## src/pwm_map.vh

```
// register indices, field positions, reset values and fixed counts of the eight channel pwm
// assumes a 32-bit apb slave: byte address = index * 4, data in the low byte
//
// Notes on behaviour
// - eight channels, own counter, period, duty
// - period/duty buffered, loaded at zero or disabled
// - eight 8-bit or four joined 16-bit channels
// - clocks a, b and scaled sa, sb
// - per-channel left or center alignment
// - per-channel duty pulse polarity
// - duty from constant inactive to constant active
// - per-channel enable; disabled channel stays low except while shutdown drives its output level
// - wait mode option stops prescaler clock
// - freeze mode option stops prescaler clock
// - channel 7 pin doubles as shutdown input
// - reserved bits read zero, writes ignored
// - fixed register map from offset zero
// - waveform starts at next source clock tick
// - polarity one: high first, low at duty
// - joined pair uses odd enable, even pin off
// - prescaler stops while all channels disabled
`ifndef PWM_MAP_VH
`define PWM_MAP_VH

// ********************************
// register indices
// ********************************
`define RIX_ENABLE 6'h00
`define RIX_POLARITY 6'h01
`define RIX_CLOCK_SEL 6'h02
`define RIX_PRESCALE 6'h03
`define RIX_CENTER 6'h04
`define RIX_CONTROL 6'h05
`define RIX_SCALE_A 6'h08
`define RIX_SCALE_B 6'h09
`define RIX_COUNT0 6'h0C
`define RIX_PERIOD0 6'h14
`define RIX_DUTY0 6'h1C
`define RIX_SHUTDOWN 6'h24
`define RIX_IRQ_STATUS 6'h25
`define RIX_IRQ_ENABLE 6'h26
`define RIX_IRQ_CLEAR 6'h27
`define RIX_LAST 6'h27
`define CHANNELS 6'h08

// ********************************
// fields
// ********************************
`define PRESCALE_A_SELECT_LSB 0
`define PRESCALE_B_SELECT_LSB 4
`define CTL_LSB 2
`define CTL_WAIT 1
`define CTL_FREEZE 0
`define SD_FLAG 7
`define SD_IE 6
`define SD_RESTART 5
`define SD_LEVEL 4
`define SD_PIN 2
`define SD_ACT_LEVEL 1
`define SD_IN_EN 0

// ********************************
// reset values and counts
// ********************************
`define RST_BYTE 8'h00
`define RST_WORD 16'h0000
`define RST_PERIOD 8'hFF
`define PRESC_ALL 7'h7F
`define PRESC_MAX 3'h7
`define SCALE_FULL 9'h100
`define SCALE_START 9'h001
`define ONE16 16'h0001

`endif

```

## src/eight_channel_pwm.v

```verilog
// eight channel pwm with apb register access, prescaler, scalers and shutdown input
// assumes apb master on sys_clk_i; wait and freeze mode inputs come from the same clock
`timescale 1ns/1ps
`include "pwm_map.vh"

module eight_channel_pwm (
	input wire sys_clk_i,
	input wire rst_i,
	input wire psel_i,
	input wire penable_i,
	input wire pwrite_i,
	input wire [7:0] paddr_i,
	input wire [31:0] pwdata_i,
	output reg [31:0] prdata_o,
	output reg pready_o,
	output reg pslverr_o,
	input wire wait_mode_i,
	input wire freeze_mode_i,
	input wire ch7_pin_i,
	output reg [7:0] pwm_o,
	output reg ch7_pin_oe_o,
	output reg irq_o
);
	// ********************************
	// functions
	// ********************************
	// mask of low prescaler bits for divide by 2^n
	function [6:0] div_mask;
		input [2:0] n;
		begin
			div_mask = `PRESC_ALL >> (`PRESC_MAX - n);
		end
	endfunction

	// scale value zero stands for the full count
	function [8:0] scale_limit;
		input [7:0] s;
		begin
			scale_limit = (s == `RST_BYTE) ? `SCALE_FULL : {1'b0, s};
		end
	endfunction

	// ********************************
	// registers
	// ********************************
	reg [7:0] channel_enable;
	reg [7:0] channel_polarity;
	reg [7:0] channel_clock_select;
	reg [2:0] prescale_a_select;
	reg [2:0] prescale_b_select;
	reg [7:0] center_align_enable;
	reg [5:0] control_bits;
	reg [7:0] scale_a_divisor;
	reg [7:0] scale_b_divisor;
	reg [7:0] period_buf [0:7];
	reg [7:0] duty_buf [0:7];
	reg shutdown_flag;
	reg shutdown_irq_enable;
	reg shutdown_output_level;
	reg ch7_active_level;
	reg ch7_shutdown_input_enable;
	reg shutdown_active;
	reg [7:0] irq_status;
	reg [7:0] irq_enable;
	reg [6:0] prescale_count;
	reg [8:0] scale_a_count;
	reg [8:0] scale_b_count;
	reg scale_a_phase;
	reg scale_b_phase;
	reg pin_meta;
	reg ch7_pin_state;
	reg [7:0] read_val;

	wire [5:0] idx = paddr_i[7:2];
	wire mapped = (paddr_i[1:0] == 2'b00) && (idx <= `RIX_LAST);
	wire access = psel_i & penable_i & pready_o;
	wire wr_en = access & pwrite_i & ~pslverr_o;
	wire [7:0] wbyte = pwdata_i[7:0];
	wire [5:0] off_cnt = idx - `RIX_COUNT0;
	wire [5:0] off_per = idx - `RIX_PERIOD0;
	wire [5:0] off_duty = idx - `RIX_DUTY0;
	wire in_cnt = (idx >= `RIX_COUNT0) && (off_cnt < `CHANNELS);
	wire in_per = (idx >= `RIX_PERIOD0) && (off_per < `CHANNELS);
	wire in_duty = (idx >= `RIX_DUTY0) && (off_duty < `CHANNELS);
	// pair k joins channels 2k and 2k+1
	wire [3:0] join_pair = control_bits[5:2];
	wire wait_clock_stop = control_bits[`CTL_WAIT];
	wire freeze_clock_stop = control_bits[`CTL_FREEZE];
	wire [127:0] chan_count;
	wire [7:0] chan_wave;
	wire [7:0] chan_end;
	wire [7:0] chan_tick;

	// ********************************
	// prescaler and scalers
	// ********************************
	// prescaler halts when idle, or in wait or freeze while its stop bit is set
	wire presc_run = (|channel_enable) & ~(wait_mode_i & wait_clock_stop) & ~(freeze_mode_i & freeze_clock_stop);
	wire [6:0] mask_a = div_mask(prescale_a_select);
	wire [6:0] mask_b = div_mask(prescale_b_select);
	wire tick_a = presc_run && ((prescale_count & mask_a) == mask_a);
	wire tick_b = presc_run && ((prescale_count & mask_b) == mask_b);
	wire wrap_a = scale_a_count == scale_limit(scale_a_divisor);
	wire wrap_b = scale_b_count == scale_limit(scale_b_divisor);
	// scaled clocks: one tick per two scaler wraps
	wire scaled_clock_a = tick_a & wrap_a & scale_a_phase;
	wire scaled_clock_b = tick_b & wrap_b & scale_b_phase;

	always @(posedge sys_clk_i or posedge rst_i) begin
		if (rst_i) begin
			prescale_count <= 7'h00;
			scale_a_count <= `SCALE_START;
			scale_b_count <= `SCALE_START;
			scale_a_phase <= 1'b0;
			scale_b_phase <= 1'b0;
		end else begin
			if (presc_run)
				prescale_count <= prescale_count + 7'h01;
			// rewriting a divisor restarts its scaler so a new ratio takes hold at once
			if (wr_en && idx == `RIX_SCALE_A) begin
				scale_a_count <= `SCALE_START;
				scale_a_phase <= 1'b0;
			end else if (tick_a) begin
				scale_a_count <= wrap_a ? `SCALE_START : scale_a_count + 9'h001;
				scale_a_phase <= scale_a_phase ^ wrap_a;
			end
			if (wr_en && idx == `RIX_SCALE_B) begin
				scale_b_count <= `SCALE_START;
				scale_b_phase <= 1'b0;
			end else if (tick_b) begin
				scale_b_count <= wrap_b ? `SCALE_START : scale_b_count + 9'h001;
				scale_b_phase <= scale_b_phase ^ wrap_b;
			end
		end
	end

	// ********************************
	// channels
	// ********************************
	genvar i;
	generate
		for (i = 0; i < 8; i = i + 1) begin : ch
			wire joined = join_pair[i / 2];
			wire joined_hi = joined & (i % 2 == 1);
			wire joined_lo = joined & (i % 2 == 0);
			wire [15:0] per_in = joined_hi ? {period_buf[i ^ 1], period_buf[i]} : {8'h00, period_buf[i]};
			wire [15:0] duty_in = joined_hi ? {duty_buf[i ^ 1], duty_buf[i]} : {8'h00, duty_buf[i]};
			// writing a counter byte restarts the channel, in a pair either byte restarts it
			wire clr = wr_en && in_cnt && (off_cnt[2:0] == i || (joined_hi && off_cnt[2:0] == (i ^ 1)));
			// channels 0,1,4,5 use a/sa; 2,3,6,7 use b/sb
			if ((i / 2) % 2 == 0) begin : grp_a
				assign chan_tick[i] = channel_clock_select[i] ? scaled_clock_a : tick_a;
			end else begin : grp_b
				assign chan_tick[i] = channel_clock_select[i] ? scaled_clock_b : tick_b;
			end
			// one counter per channel, odd one 16 bits when joined
			// even half of a joined pair stays disabled
			pwm_channel u_chan (
				.sys_clk_i(sys_clk_i),
				.rst_i(rst_i),
				.tick_i(chan_tick[i]),
				.enable_i(channel_enable[i] & ~joined_lo),
				.polarity_i(channel_polarity[i]),
				.center_i(center_align_enable[i]),
				.clear_i(clr),
				.period_i(per_in),
				.duty_i(duty_in),
				.count_o(chan_count[i * 16 +: 16]),
				.wave_o(chan_wave[i]),
				.period_end_o(chan_end[i])
			);
		end
	endgenerate

	// ********************************
	// shutdown input
	// ********************************
	// pin sampled through two flops
	always @(posedge sys_clk_i or posedge rst_i) begin
		if (rst_i) begin
			pin_meta <= 1'b0;
			ch7_pin_state <= 1'b0;
		end else begin
			pin_meta <= ch7_pin_i;
			ch7_pin_state <= pin_meta;
		end
	end

	wire shutdown_hit = ch7_shutdown_input_enable && (ch7_pin_state == ch7_active_level);

	// ********************************
	// register read mux
	// ********************************
	// reserved bits and test registers read zero
	always @* begin
		read_val = `RST_BYTE;
		if (in_cnt) begin
			if (join_pair[off_cnt[2:1]] && !off_cnt[0])
				read_val = chan_count[{off_cnt[2:0] | 3'h1, 4'h8} +: 8];
			else
				read_val = chan_count[{off_cnt[2:0], 4'h0} +: 8];
		end else if (in_per)
			read_val = period_buf[off_per[2:0]];
		else if (in_duty)
			read_val = duty_buf[off_duty[2:0]];
		else begin
			case (idx)
				`RIX_ENABLE: read_val = channel_enable;
				`RIX_POLARITY: read_val = channel_polarity;
				`RIX_CLOCK_SEL: read_val = channel_clock_select;
				`RIX_PRESCALE: read_val = {1'b0, prescale_b_select, 1'b0, prescale_a_select};
				`RIX_CENTER: read_val = center_align_enable;
				`RIX_CONTROL: read_val = {control_bits, 2'b00};
				`RIX_SCALE_A: read_val = scale_a_divisor;
				`RIX_SCALE_B: read_val = scale_b_divisor;
				`RIX_SHUTDOWN: read_val = {shutdown_flag, shutdown_irq_enable, 1'b0, shutdown_output_level,
					1'b0, ch7_pin_state, ch7_active_level, ch7_shutdown_input_enable};
				`RIX_IRQ_STATUS: read_val = irq_status;
				`RIX_IRQ_ENABLE: read_val = irq_enable;
				default: read_val = `RST_BYTE;
			endcase
		end
	end

	// ********************************
	// apb slave and register writes
	// ********************************
	// fixed map decoded from index zero
	integer k;
	always @(posedge sys_clk_i or posedge rst_i) begin
		if (rst_i) begin
			prdata_o <= 32'h00000000;
			pready_o <= 1'b0;
			pslverr_o <= 1'b0;
			channel_enable <= `RST_BYTE;
			channel_polarity <= `RST_BYTE;
			channel_clock_select <= `RST_BYTE;
			prescale_a_select <= 3'h0;
			prescale_b_select <= 3'h0;
			center_align_enable <= `RST_BYTE;
			control_bits <= 6'h00;
			scale_a_divisor <= `RST_BYTE;
			scale_b_divisor <= `RST_BYTE;
			for (k = 0; k < 8; k = k + 1) begin
				period_buf[k] <= `RST_PERIOD;
				duty_buf[k] <= `RST_BYTE;
			end
			shutdown_irq_enable <= 1'b0;
			shutdown_output_level <= 1'b0;
			ch7_active_level <= 1'b0;
			ch7_shutdown_input_enable <= 1'b0;
			irq_enable <= `RST_BYTE;
		end else begin
			// one wait-free answer: data and error latched in the setup cycle
			pready_o <= psel_i & ~penable_i;
			pslverr_o <= psel_i & ~penable_i & ~mapped;
			if (psel_i & ~penable_i)
				prdata_o <= {24'h000000, read_val};
			if (wr_en) begin
				if (in_per)
					period_buf[off_per[2:0]] <= wbyte;
				if (in_duty)
					duty_buf[off_duty[2:0]] <= wbyte;
				case (idx)
					`RIX_ENABLE: channel_enable <= wbyte;
					`RIX_POLARITY: channel_polarity <= wbyte;
					`RIX_CLOCK_SEL: channel_clock_select <= wbyte;
					`RIX_PRESCALE: begin
						prescale_a_select <= wbyte[`PRESCALE_A_SELECT_LSB +: 3];
						prescale_b_select <= wbyte[`PRESCALE_B_SELECT_LSB +: 3];
					end
					`RIX_CENTER: center_align_enable <= wbyte;
					`RIX_CONTROL: control_bits <= wbyte[7:`CTL_LSB];
					`RIX_SCALE_A: scale_a_divisor <= wbyte;
					`RIX_SCALE_B: scale_b_divisor <= wbyte;
					`RIX_SHUTDOWN: begin
						shutdown_irq_enable <= wbyte[`SD_IE];
						shutdown_output_level <= wbyte[`SD_LEVEL];
						ch7_active_level <= wbyte[`SD_ACT_LEVEL];
						ch7_shutdown_input_enable <= wbyte[`SD_IN_EN];
					end
					`RIX_IRQ_ENABLE: irq_enable <= wbyte;
					default: ;
				endcase
			end
		end
	end

	// ********************************
	// events, shutdown state, interrupt
	// ********************************
	wire clr_sd_flag = wr_en && idx == `RIX_SHUTDOWN && wbyte[`SD_FLAG];
	wire restart = wr_en && idx == `RIX_SHUTDOWN && wbyte[`SD_RESTART];
	wire [7:0] status_clear = (wr_en && idx == `RIX_IRQ_CLEAR) ? wbyte : `RST_BYTE;

	always @(posedge sys_clk_i or posedge rst_i) begin
		if (rst_i) begin
			shutdown_flag <= 1'b0;
			shutdown_active <= 1'b0;
			irq_status <= `RST_BYTE;
			irq_o <= 1'b0;
		end else begin
			// set wins over a clear in the same cycle
			shutdown_flag <= shutdown_hit | (shutdown_flag & ~clr_sd_flag);
			// restart only takes once the pin has gone inactive
			if (shutdown_hit)
				shutdown_active <= 1'b1;
			else if (restart)
				shutdown_active <= 1'b0;
			irq_status <= chan_end | (irq_status & ~status_clear);
			irq_o <= (|(irq_status & irq_enable)) | (shutdown_flag & shutdown_irq_enable);
		end
	end

	// ********************************
	// pin outputs
	// ********************************
	integer j;
	always @(posedge sys_clk_i or posedge rst_i) begin
		if (rst_i) begin
			pwm_o <= `RST_BYTE;
			ch7_pin_oe_o <= 1'b1;
		end else begin
			for (j = 0; j < 8; j = j + 1) begin
				if (join_pair[j / 2] && (j % 2 == 0))
					pwm_o[j] <= 1'b0;
				else if (shutdown_active)
					pwm_o[j] <= shutdown_output_level;
				else
					pwm_o[j] <= chan_wave[j];
			end
			// pin 7 turns input while shutdown input enabled
			if (ch7_shutdown_input_enable)
				pwm_o[7] <= 1'b0;
			ch7_pin_oe_o <= ~ch7_shutdown_input_enable;
		end
	end

endmodule // eight_channel_pwm

```

## src/pwm_channel.v

```verilog
// one pwm channel: counter, active period/duty copies and waveform flop
// assumes tick_i is a one-cycle pulse from the selected clock source
`timescale 1ns/1ps
`include "pwm_map.vh"

module pwm_channel (
	input wire sys_clk_i,
	input wire rst_i,
	input wire tick_i,
	input wire enable_i,
	input wire polarity_i,
	input wire center_i,
	input wire clear_i,
	input wire [15:0] period_i,
	input wire [15:0] duty_i,
	output wire [15:0] count_o,
	output wire wave_o,
	output wire period_end_o
);
	reg [15:0] count;
	reg [15:0] per_act;
	reg [15:0] duty_act;
	reg down;
	reg running;
	reg wave;
	reg period_end;
	reg [15:0] next_count;
	reg next_down;
	reg reload;

	// ********************************
	// count sequence
	// ********************************
	// left wraps, center reverses
	always @* begin
		next_count = count + `ONE16;
		next_down = down;
		reload = 1'b0;
		if (!center_i) begin
			if (per_act == `RST_WORD || count >= per_act - `ONE16) begin
				next_count = `RST_WORD;
				reload = 1'b1;
			end
		end else if (!down) begin
			if (count >= per_act) begin
				if (count == `RST_WORD) begin
					next_count = `RST_WORD;
					reload = 1'b1;
				end else begin
					next_count = count - `ONE16;
					next_down = 1'b1;
				end
			end
		end else begin
			next_count = count - `ONE16;
			if (count <= `ONE16) begin
				next_count = `RST_WORD;
				next_down = 1'b0;
				reload = 1'b1;
			end
		end
	end

	always @(posedge sys_clk_i or posedge rst_i) begin
		if (rst_i) begin
			count <= `RST_WORD;
			per_act <= `RST_WORD;
			duty_act <= `RST_WORD;
			down <= 1'b0;
			running <= 1'b0;
			wave <= 1'b0;
			period_end <= 1'b0;
		end else begin
			period_end <= 1'b0;
			if (!enable_i) begin
				count <= `RST_WORD;
				down <= 1'b0;
				running <= 1'b0;
				wave <= 1'b0;
				per_act <= period_i;
				duty_act <= duty_i;
			end else if (clear_i) begin
				count <= `RST_WORD;
				down <= 1'b0;
				per_act <= period_i;
				duty_act <= duty_i;
			end else if (tick_i) begin
				running <= 1'b1;
				if (!running) begin
					count <= `RST_WORD;
					wave <= (duty_act != `RST_WORD) ? polarity_i : ~polarity_i;
				end else begin
					count <= next_count;
					down <= next_down;
					period_end <= reload;
					if (reload) begin
						per_act <= period_i;
						duty_act <= duty_i;
					end
					wave <= (next_count < (reload ? duty_i : duty_act)) ? polarity_i : ~polarity_i;
				end
			end
		end
	end

	assign count_o = count;
	assign wave_o = wave;
	assign period_end_o = period_end;

endmodule // pwm_channel

```

## config.mk

```make
export PLATFORM = sky130hd
export DESIGN_NAME = eight_channel_pwm
export DESIGN_NICKNAME = d
export VERILOG_FILES = /design/src/eight_channel_pwm.v /design/src/pwm_channel.v
export VERILOG_INCLUDE_DIRS = /design/src
export SDC_FILE = /design/constraint.sdc
export NUM_CORES = 2
export LEC_CHECK = 0
export BUFFER_PORTS_ARGS = -buffer_cell sky130_fd_sc_hd__buf_4
export CORE_MARGIN = 1
export CORE_UTILIZATION = 56
export DETAILED_ROUTE_END_ITERATION = 7
export GPL_ROUTABILITY_DRIVEN = 0
export GPL_TIMING_DRIVEN = 0
export PLACE_DENSITY = 0.72
export SKIP_LAST_GASP = 1
export SLEW_MARGIN = 20
export SYNTH_ARGS = -nofsm -noshare
export SYNTH_HDL_FRONTEND = slang
export SYNTH_SLANG_ARGS = --single-unit
```

## constraint.sdc

```tcl
create_clock -name sys_clk_i -period 62.3 [get_ports sys_clk_i]
set_input_delay 12.46 -clock sys_clk_i [delete_from_list [all_inputs] [get_ports sys_clk_i]]
set_output_delay 12.46 -clock sys_clk_i [all_outputs]
set_load 0.1 [all_outputs]
```

* Word level (Yosys, flattened, before mapping)
Index checks and enable logic that the tools add are counted.
Cells by class: multiplexer cells 447, bitwise gates (word level) 51, shift operators 4, $lt $le $gt $ge 44, add/subtract/negate cells 32, reduce and logical (&&, ||, !) cells 120, equality and inequality tests 71
Operators by type and width (count):
- two-way mux 16 bit | 168
- greater-or-equal comparator 16 bit | 16
- zero test 16 bit | 16
- variable part select 128 x 8 -> 8 bit | 2
- subtractor 16 x 1 -> 16 bit, second input constant | 16
- two-way mux 1 bit | 252
- adder 16 x 1 -> 16 bit, second input constant | 8
- bitwise mux 64 bit | 2
- <= comparator 16 x 1 -> 1 bit, second input constant | 8
- < comparator 16 bit | 8
- nonzero test 16 bit | 8
- two-way mux 8 bit | 11
- one-hot mux 8 bit (11 select lines) | 1
- two-way mux 9 bit | 8
- AND reduction 2 bit | 28
- binary-select mux 8 bit (select 3 bit) | 2
- demux 8 bit (select 3 bit) | 2
- inequality test 3 x 1 -> 1 bit, second input constant | 16
- AND reduction 3 bit | 16
- inequality test 3 bit, second input constant | 12
- logical AND 1 bit | 29
- == test 6 bit, second input constant | 4
- bitwise AND 1 bit | 20
- NOT 1 bit | 19
- other kinds (42) | 97
Word-level totals: flip-flop bits (word level) 675, input port bits 48, output and inout port bits 44

* Logic depth before layout (Yosys ltp)
word-level depth 12, mapped depth 27, gate-level depth less buffers 26

* Cells and area by module
From an unflattened synthesis, not the netlist that was laid out.
Second synthesis, totals: cells, all modules 5195, area, all modules 51060.2 um^2
By module, submodules not included:
- pwm_channel (ch[2].u_chan ...) | instances 4, area each 4595.7 um^2, cells an instance 501
- eight_channel_pwm | instances 1, area each 14448.9 um^2, cells an instance 1237
- pwm_channel (ch[0].u_chan) | instances 1, area each 4659.5 um^2, cells an instance 501
- pwm_channel (ch[7].u_chan) | instances 1, area each 4564.4 um^2, cells an instance 511
- pwm_channel (ch[1].u_chan) | instances 1, area each 4509.3 um^2, cells an instance 472
- pwm_channel (ch[6].u_chan) | instances 1, area each 4495.6 um^2, cells an instance 470

* Worst setup path before layout
No wires, ideal clock.
path type input-to-reg, start point input paddr_i[4], end point register ch[6].u_chan.duty_act[0], data required time 62.175 ns, buffers on the path 3, setup time 0.125 ns, slack 46.453 ns, cell stages on the path 12, data arrival time 15.722 ns, cell sequence buf_2 > inv_2 > buf_1 > ha_1 > or4b_1 > o31ai_1 > nand2_1 > or3_1 > nand2_1 > o21bai_1 > buf_2 > mux2_2
On the way: word-level cells in the longest chain between the ends 7, elaborated cells between the ends (all ways) 12
RTL lines:
- start: declaration | line eight_channel_pwm.v:12 | input wire [7:0] paddr_i,
- subtractor 6 x 4 -> 6 bit (no line)
- < comparator 6 x 4 -> 1 bit (no line)
- logical AND 1 bit | line eight_channel_pwm.v:82 | wire in_cnt = (idx >= `RIX_COUNT0) && (off_cnt < `CHANNELS);
- logical AND 1 bit | line eight_channel_pwm.v:149 | wire clr = wr_en && in_cnt && (off_cnt[2:0] == i || (joined_hi && off_cnt[2:0] == (i ^ 1)));
- logical AND 1 bit (*) | line eight_channel_pwm.v:149
- inequality test 3 x 2 -> 1 bit (no line) (tied with other cells)
- AND reduction 2 bit (no line) / two-way mux 16 bit (equally long branches)
- end signal: assignment | line pwm_channel.v:68 | duty_act <= `RST_WORD;
- end signal: assignment | line pwm_channel.v:81 | duty_act <= duty_i;
- end signal: assignment | line pwm_channel.v:86 | duty_act <= duty_i;
- end: declaration | line pwm_channel.v:22 | reg [15:0] duty_act;
Every way passes the cells marked *; elsewhere a longest branch is shown, timed or not. A chain may end at the register's enable or synchronous reset.

* Final worst setup path
start point input paddr_i[4], end point register ch[1].u_chan.per_act[8]
On the way: word-level cells in the longest chain between the ends 7, elaborated cells between the ends (all ways) 16
RTL lines:
- subtractor 6 x 4 -> 6 bit (no line)
- < comparator 6 x 4 -> 1 bit (no line) / zero test 3 bit (equally long branches)
- logical AND 1 bit, on equally long branches | line eight_channel_pwm.v:82, eight_channel_pwm.v:149
- logical AND 1 bit / logical OR 1 bit (equally long branches) | line eight_channel_pwm.v:149
- logical AND 1 bit (*) | line eight_channel_pwm.v:149
- inequality test 3 x 1 -> 1 bit (no line) / two-way mux 16 bit (equally long branches)
- AND reduction 3 bit (no line) / two-way mux 16 bit (equally long branches)
- end signal: assignment | line pwm_channel.v:67 | per_act <= `RST_WORD;
- end signal: assignment | line pwm_channel.v:80 | per_act <= period_i;
- end signal: assignment | line pwm_channel.v:85 | per_act <= period_i;
- end: declaration | line pwm_channel.v:21 | reg [15:0] per_act;
Marked as above.

==> flow_summary.ini <==
[finish]
fillerInstances = 6859
layout_common_cells = 576 x dfrtp_1, 502 x nand2_1, 392 x ha_1
drive_above_1_share = 0.1418
multiInputGateArea_mm2 = 0.02758
area_growth_pct = 9.685
regArea_mm2 = 0.01617
mostFrequentLayoutCell = dfrtp_1
fin_nets = 5445

[timing]
final_hold_viol_count = 0
setup_slack_ns = 45.42
timing.final.crit_period_ns = 16.88
grt_setup_unrepaired = no
slew_headroom = 0.1739
worst_pin_slew_ns = 1.239
holdWs_ns = 0.3553
fmax_ghz = 0.05926
finalSetupTns_ns = 0
report.final.slew_viol_count = 0
worst_clock_skew_ns = 0.02105
period_share = 0.2709
finalSetupViolCount = 0

[die]
coreArea_mm2 = 0.08042
die-area_mm2 = 0.08240
start_util = 0.5658
ioPinCount = 92
dieWidth_um = 287.1
dieHeight_um = 287.1
num_rows = 104

[grt]
grt_antenna_before_repair = 2
grt_max_degree = 103
use_met1 = 0.4893
grtUsageMet3 = 0.07881
grt_most_used_layer = met2
globalRouteOverflowTotal = 0
use_met2 = 0.5149
grt_use_total = 0.3503
grt_pass1_vias = 37680
grt_pass1_wl_um = 223800

[place]
dp_slack_ns = 45.06
hpwl_um = 109600
portBuffers = 43

[routing]
drtIter0Drc = 4866
dr.pass1.iters = 6
vias = 40480
drc = 0
viasPerCell = 6.605
postRouteAntennaNets = 0
wl_per_cell_um = 23.68
drt-total-wl_um = 145100

[clocking]
numCtsBuffers = 73
cts_sinks = 643
clock_latency_ns = 0.63
holdBufCountCts = 0
cts_setup_buffers = 0
cts_htree_levels = 3
clock-root-buffer = clkbuf_16
clkTransAtPathRegs_ns = 0.06
cts_tree = built
cts_resized = 0
clockBufferDepth = 3

[logic_synthesis]
synth-seq-cells = 643
synth_cell_type_count = 99
synth_cells = 4857
synth_edf_count = 0
synth_seq_area_share = 0.3555
yosysTopAreaCell = dfrtp_1
ys_top_cells_by_area = dfrtp_1 32%, ha_1 11%, mux2_2 7.8%
synth.avg_cell_area_um2 = 9.368
synthArstFlopShare = 1.000
netlist_area_mm2 = 0.04550
yosys_warnings = 0
synth-main-ff-cell = dfrtp_1
synth_top_area_share = 0.3168

[hold_path]
hold_class = flip-flop to flip-flop
holdPathStages = 0
holdPathEnd = ch7_pin_state
worstHoldStart = pin_meta

[setup_path]
crit_type = input port to flip-flop
path_max_fanout = 12
worstPathRequired_ns = 62.78
path_cells = buf_4, buf_2, inv_2, buf_1, ha_1, or4b_1, o31ai_1, nand2_1, o21ai_0, o21ba_2, clkbuf_1, clkbuf_1, nand2_1, o21ai_0
endpoint_kind = flip-flop
worst_path_largest_cell_delay_ns = 0.80
regToRegEndpoint = ch[7].u_chan.wave_o
crit_arrival_ns = 17.35
reg2reg_setup_slack_ns = 55.51
reg2reg_depth = 24
crit_slowest_cell = o21ai_0
r2r_start = ch[7].u_chan.per_act[4]
startpoint_type = input port

[run_status]
outcome = finished clean

[power]
p_per_area_mw_per_mm2 = 19.71
irDropWorstVdd_uv = 19.40
leakage_nw = 23.02

[job]
cap_violations = 0
[cell families (layout without fill, tap and decap cells)]
group / Yosys count / in the layout / synth area share
and+or+nand+nor: 1560 / 1560 / 0.1679
AOI/OAI and AO/OA: 1184 / 1184 / 0.1766
DFF: 643 / 643 / 0.3555
muxes: 471 / 471 / 0.1235
buffers and inverters: 463 / 648 / 0.04116
adders and majority gates: 392 / 392 / 0.1078
xor gates and xnor gates: 143 / 143 / 0.02752
other: 1 / 27 / 0.00008241
[metrics by stage]
step / utilization / cell area [um^2] / power (mW) / cells
floorplan: - / 45590 / 0.5139 / 4880
global placement: 0.5874 / 47240 / 0.5424 / 5983
detailed placement: 0.5900 / 47450 / 0.5458 / 5990
CTS: 0.6202 / 49870 / 0.9824 / 6125
global route: 0.6205 / 49900 / 1.010 / 6125
finish: 0.6206 / 49910 / 0.9837 / 6128
[state kept, by name, indices dropped and copies added (netlist names), 9 cells and up]
register and flops:
ch.u_chan.duty_act 128, ch.u_chan.per_act 96, scale_b_count 9, period_buf 32
ch.u_chan.count_o 128, scale_a_count 9, ch.duty_in 32, ch.per_in 32
duty_buf 32
[power by group]
part | internal (mW) | switching [mW]
Combinational | 0.0336 | 0.0724
Clock | 0.253 | 0.189
Sequential | 0.425 | 0.00966
[Yosys cell counts, types with 14 or more instances]
| cell type | number |
|---|---|
| nand4_1 | 85 |
| buf_2 | 31 |
| buf_4 | 25 |
| dfstp_2 | 67 |
| o211ai_1 | 27 |
| o21ai_0 | 266 |
| mux2_2 | 314 |
| nor4_1 | 74 |
| a21oi_1 | 244 |
| nor3b_1 | 14 |
| inv_1 | 177 |
| xnor2_1 | 119 |
| clkbuf_1 | 213 |
| nor3_1 | 105 |
| a31oi_1 | 31 |
| or3_1 | 52 |
| nand2b_1 | 27 |
| o221ai_1 | 26 |
| a221oi_1 | 32 |
| buf_1 | 14 |
| dfrtp_1 | 576 |
| nor2_1 | 309 |
| and2_1 | 67 |
| nand2_1 | 502 |
| or2_2 | 18 |
| o21a_1 | 57 |
| o31ai_1 | 22 |
| xor2_1 | 24 |
| a211o_1 | 22 |
| nor2b_1 | 38 |
| a211oi_1 | 39 |
| or4_1 | 18 |
| mux2i_1 | 116 |
| a21o_1 | 69 |
| a22o_1 | 130 |
| a22oi_1 | 18 |
| and3_1 | 77 |
| mux4_2 | 41 |
| nand3_1 | 119 |
| o22ai_1 | 36 |
| ha_1 | 392 |
| o22a_1 | 16 |
[worst max-delay path, delay by kind of cell]
family	cells	cell delay [ns]
AND/OR/NAND/NOR	3	1.38
buffers and inverters	6	1.72
AO/OA/AOI/OAI	4	1.40
adder cells (fa/ha/maj)	1	0.38
[worst max-delay path by stage]
stage | from | endpoint | slack, ns | cells after the start
after floorplan | rst_i | center_align_enable[0] | 31.94 | 1
after global placement | rst_i | ch[4].u_chan.count_o[10] | 24.65 | 2
after detailed placement | paddr_i[4] | ch[6].u_chan.duty_act[1] | 45.06 | 13
after CTS | paddr_i[4] | ch[6].u_chan.duty_act[1] | 45.71 | 13
after global routing | paddr_i[4] | ch[1].u_chan.per_act[8] | 45.30 | 14
final | paddr_i[4] | ch[1].u_chan.per_act[8] | 45.42 | 14
[layout make-up]
class	count	share of cell area
Multi-Input combinational cell	3774	0.5525
Sequential cell	643	0.3241
Clock buffer	105	0.04204
Tap cell	1060	0.02657
Buffer	285	0.02422
Inverter	178	0.01354
Timing Repair Buffer	50	0.01033
Clock inverter	30	0.006543
Antenna cell	3	0.0001504
[routing by layer]
layer  vias to the layer above  part of all wire
met5                         -                 0
met4                         0             0.051
met3                       415              0.11
met2                      2181              0.42
met1                     19610              0.42
li1                      18270                 -
Power figures use the tool's default switching activity.
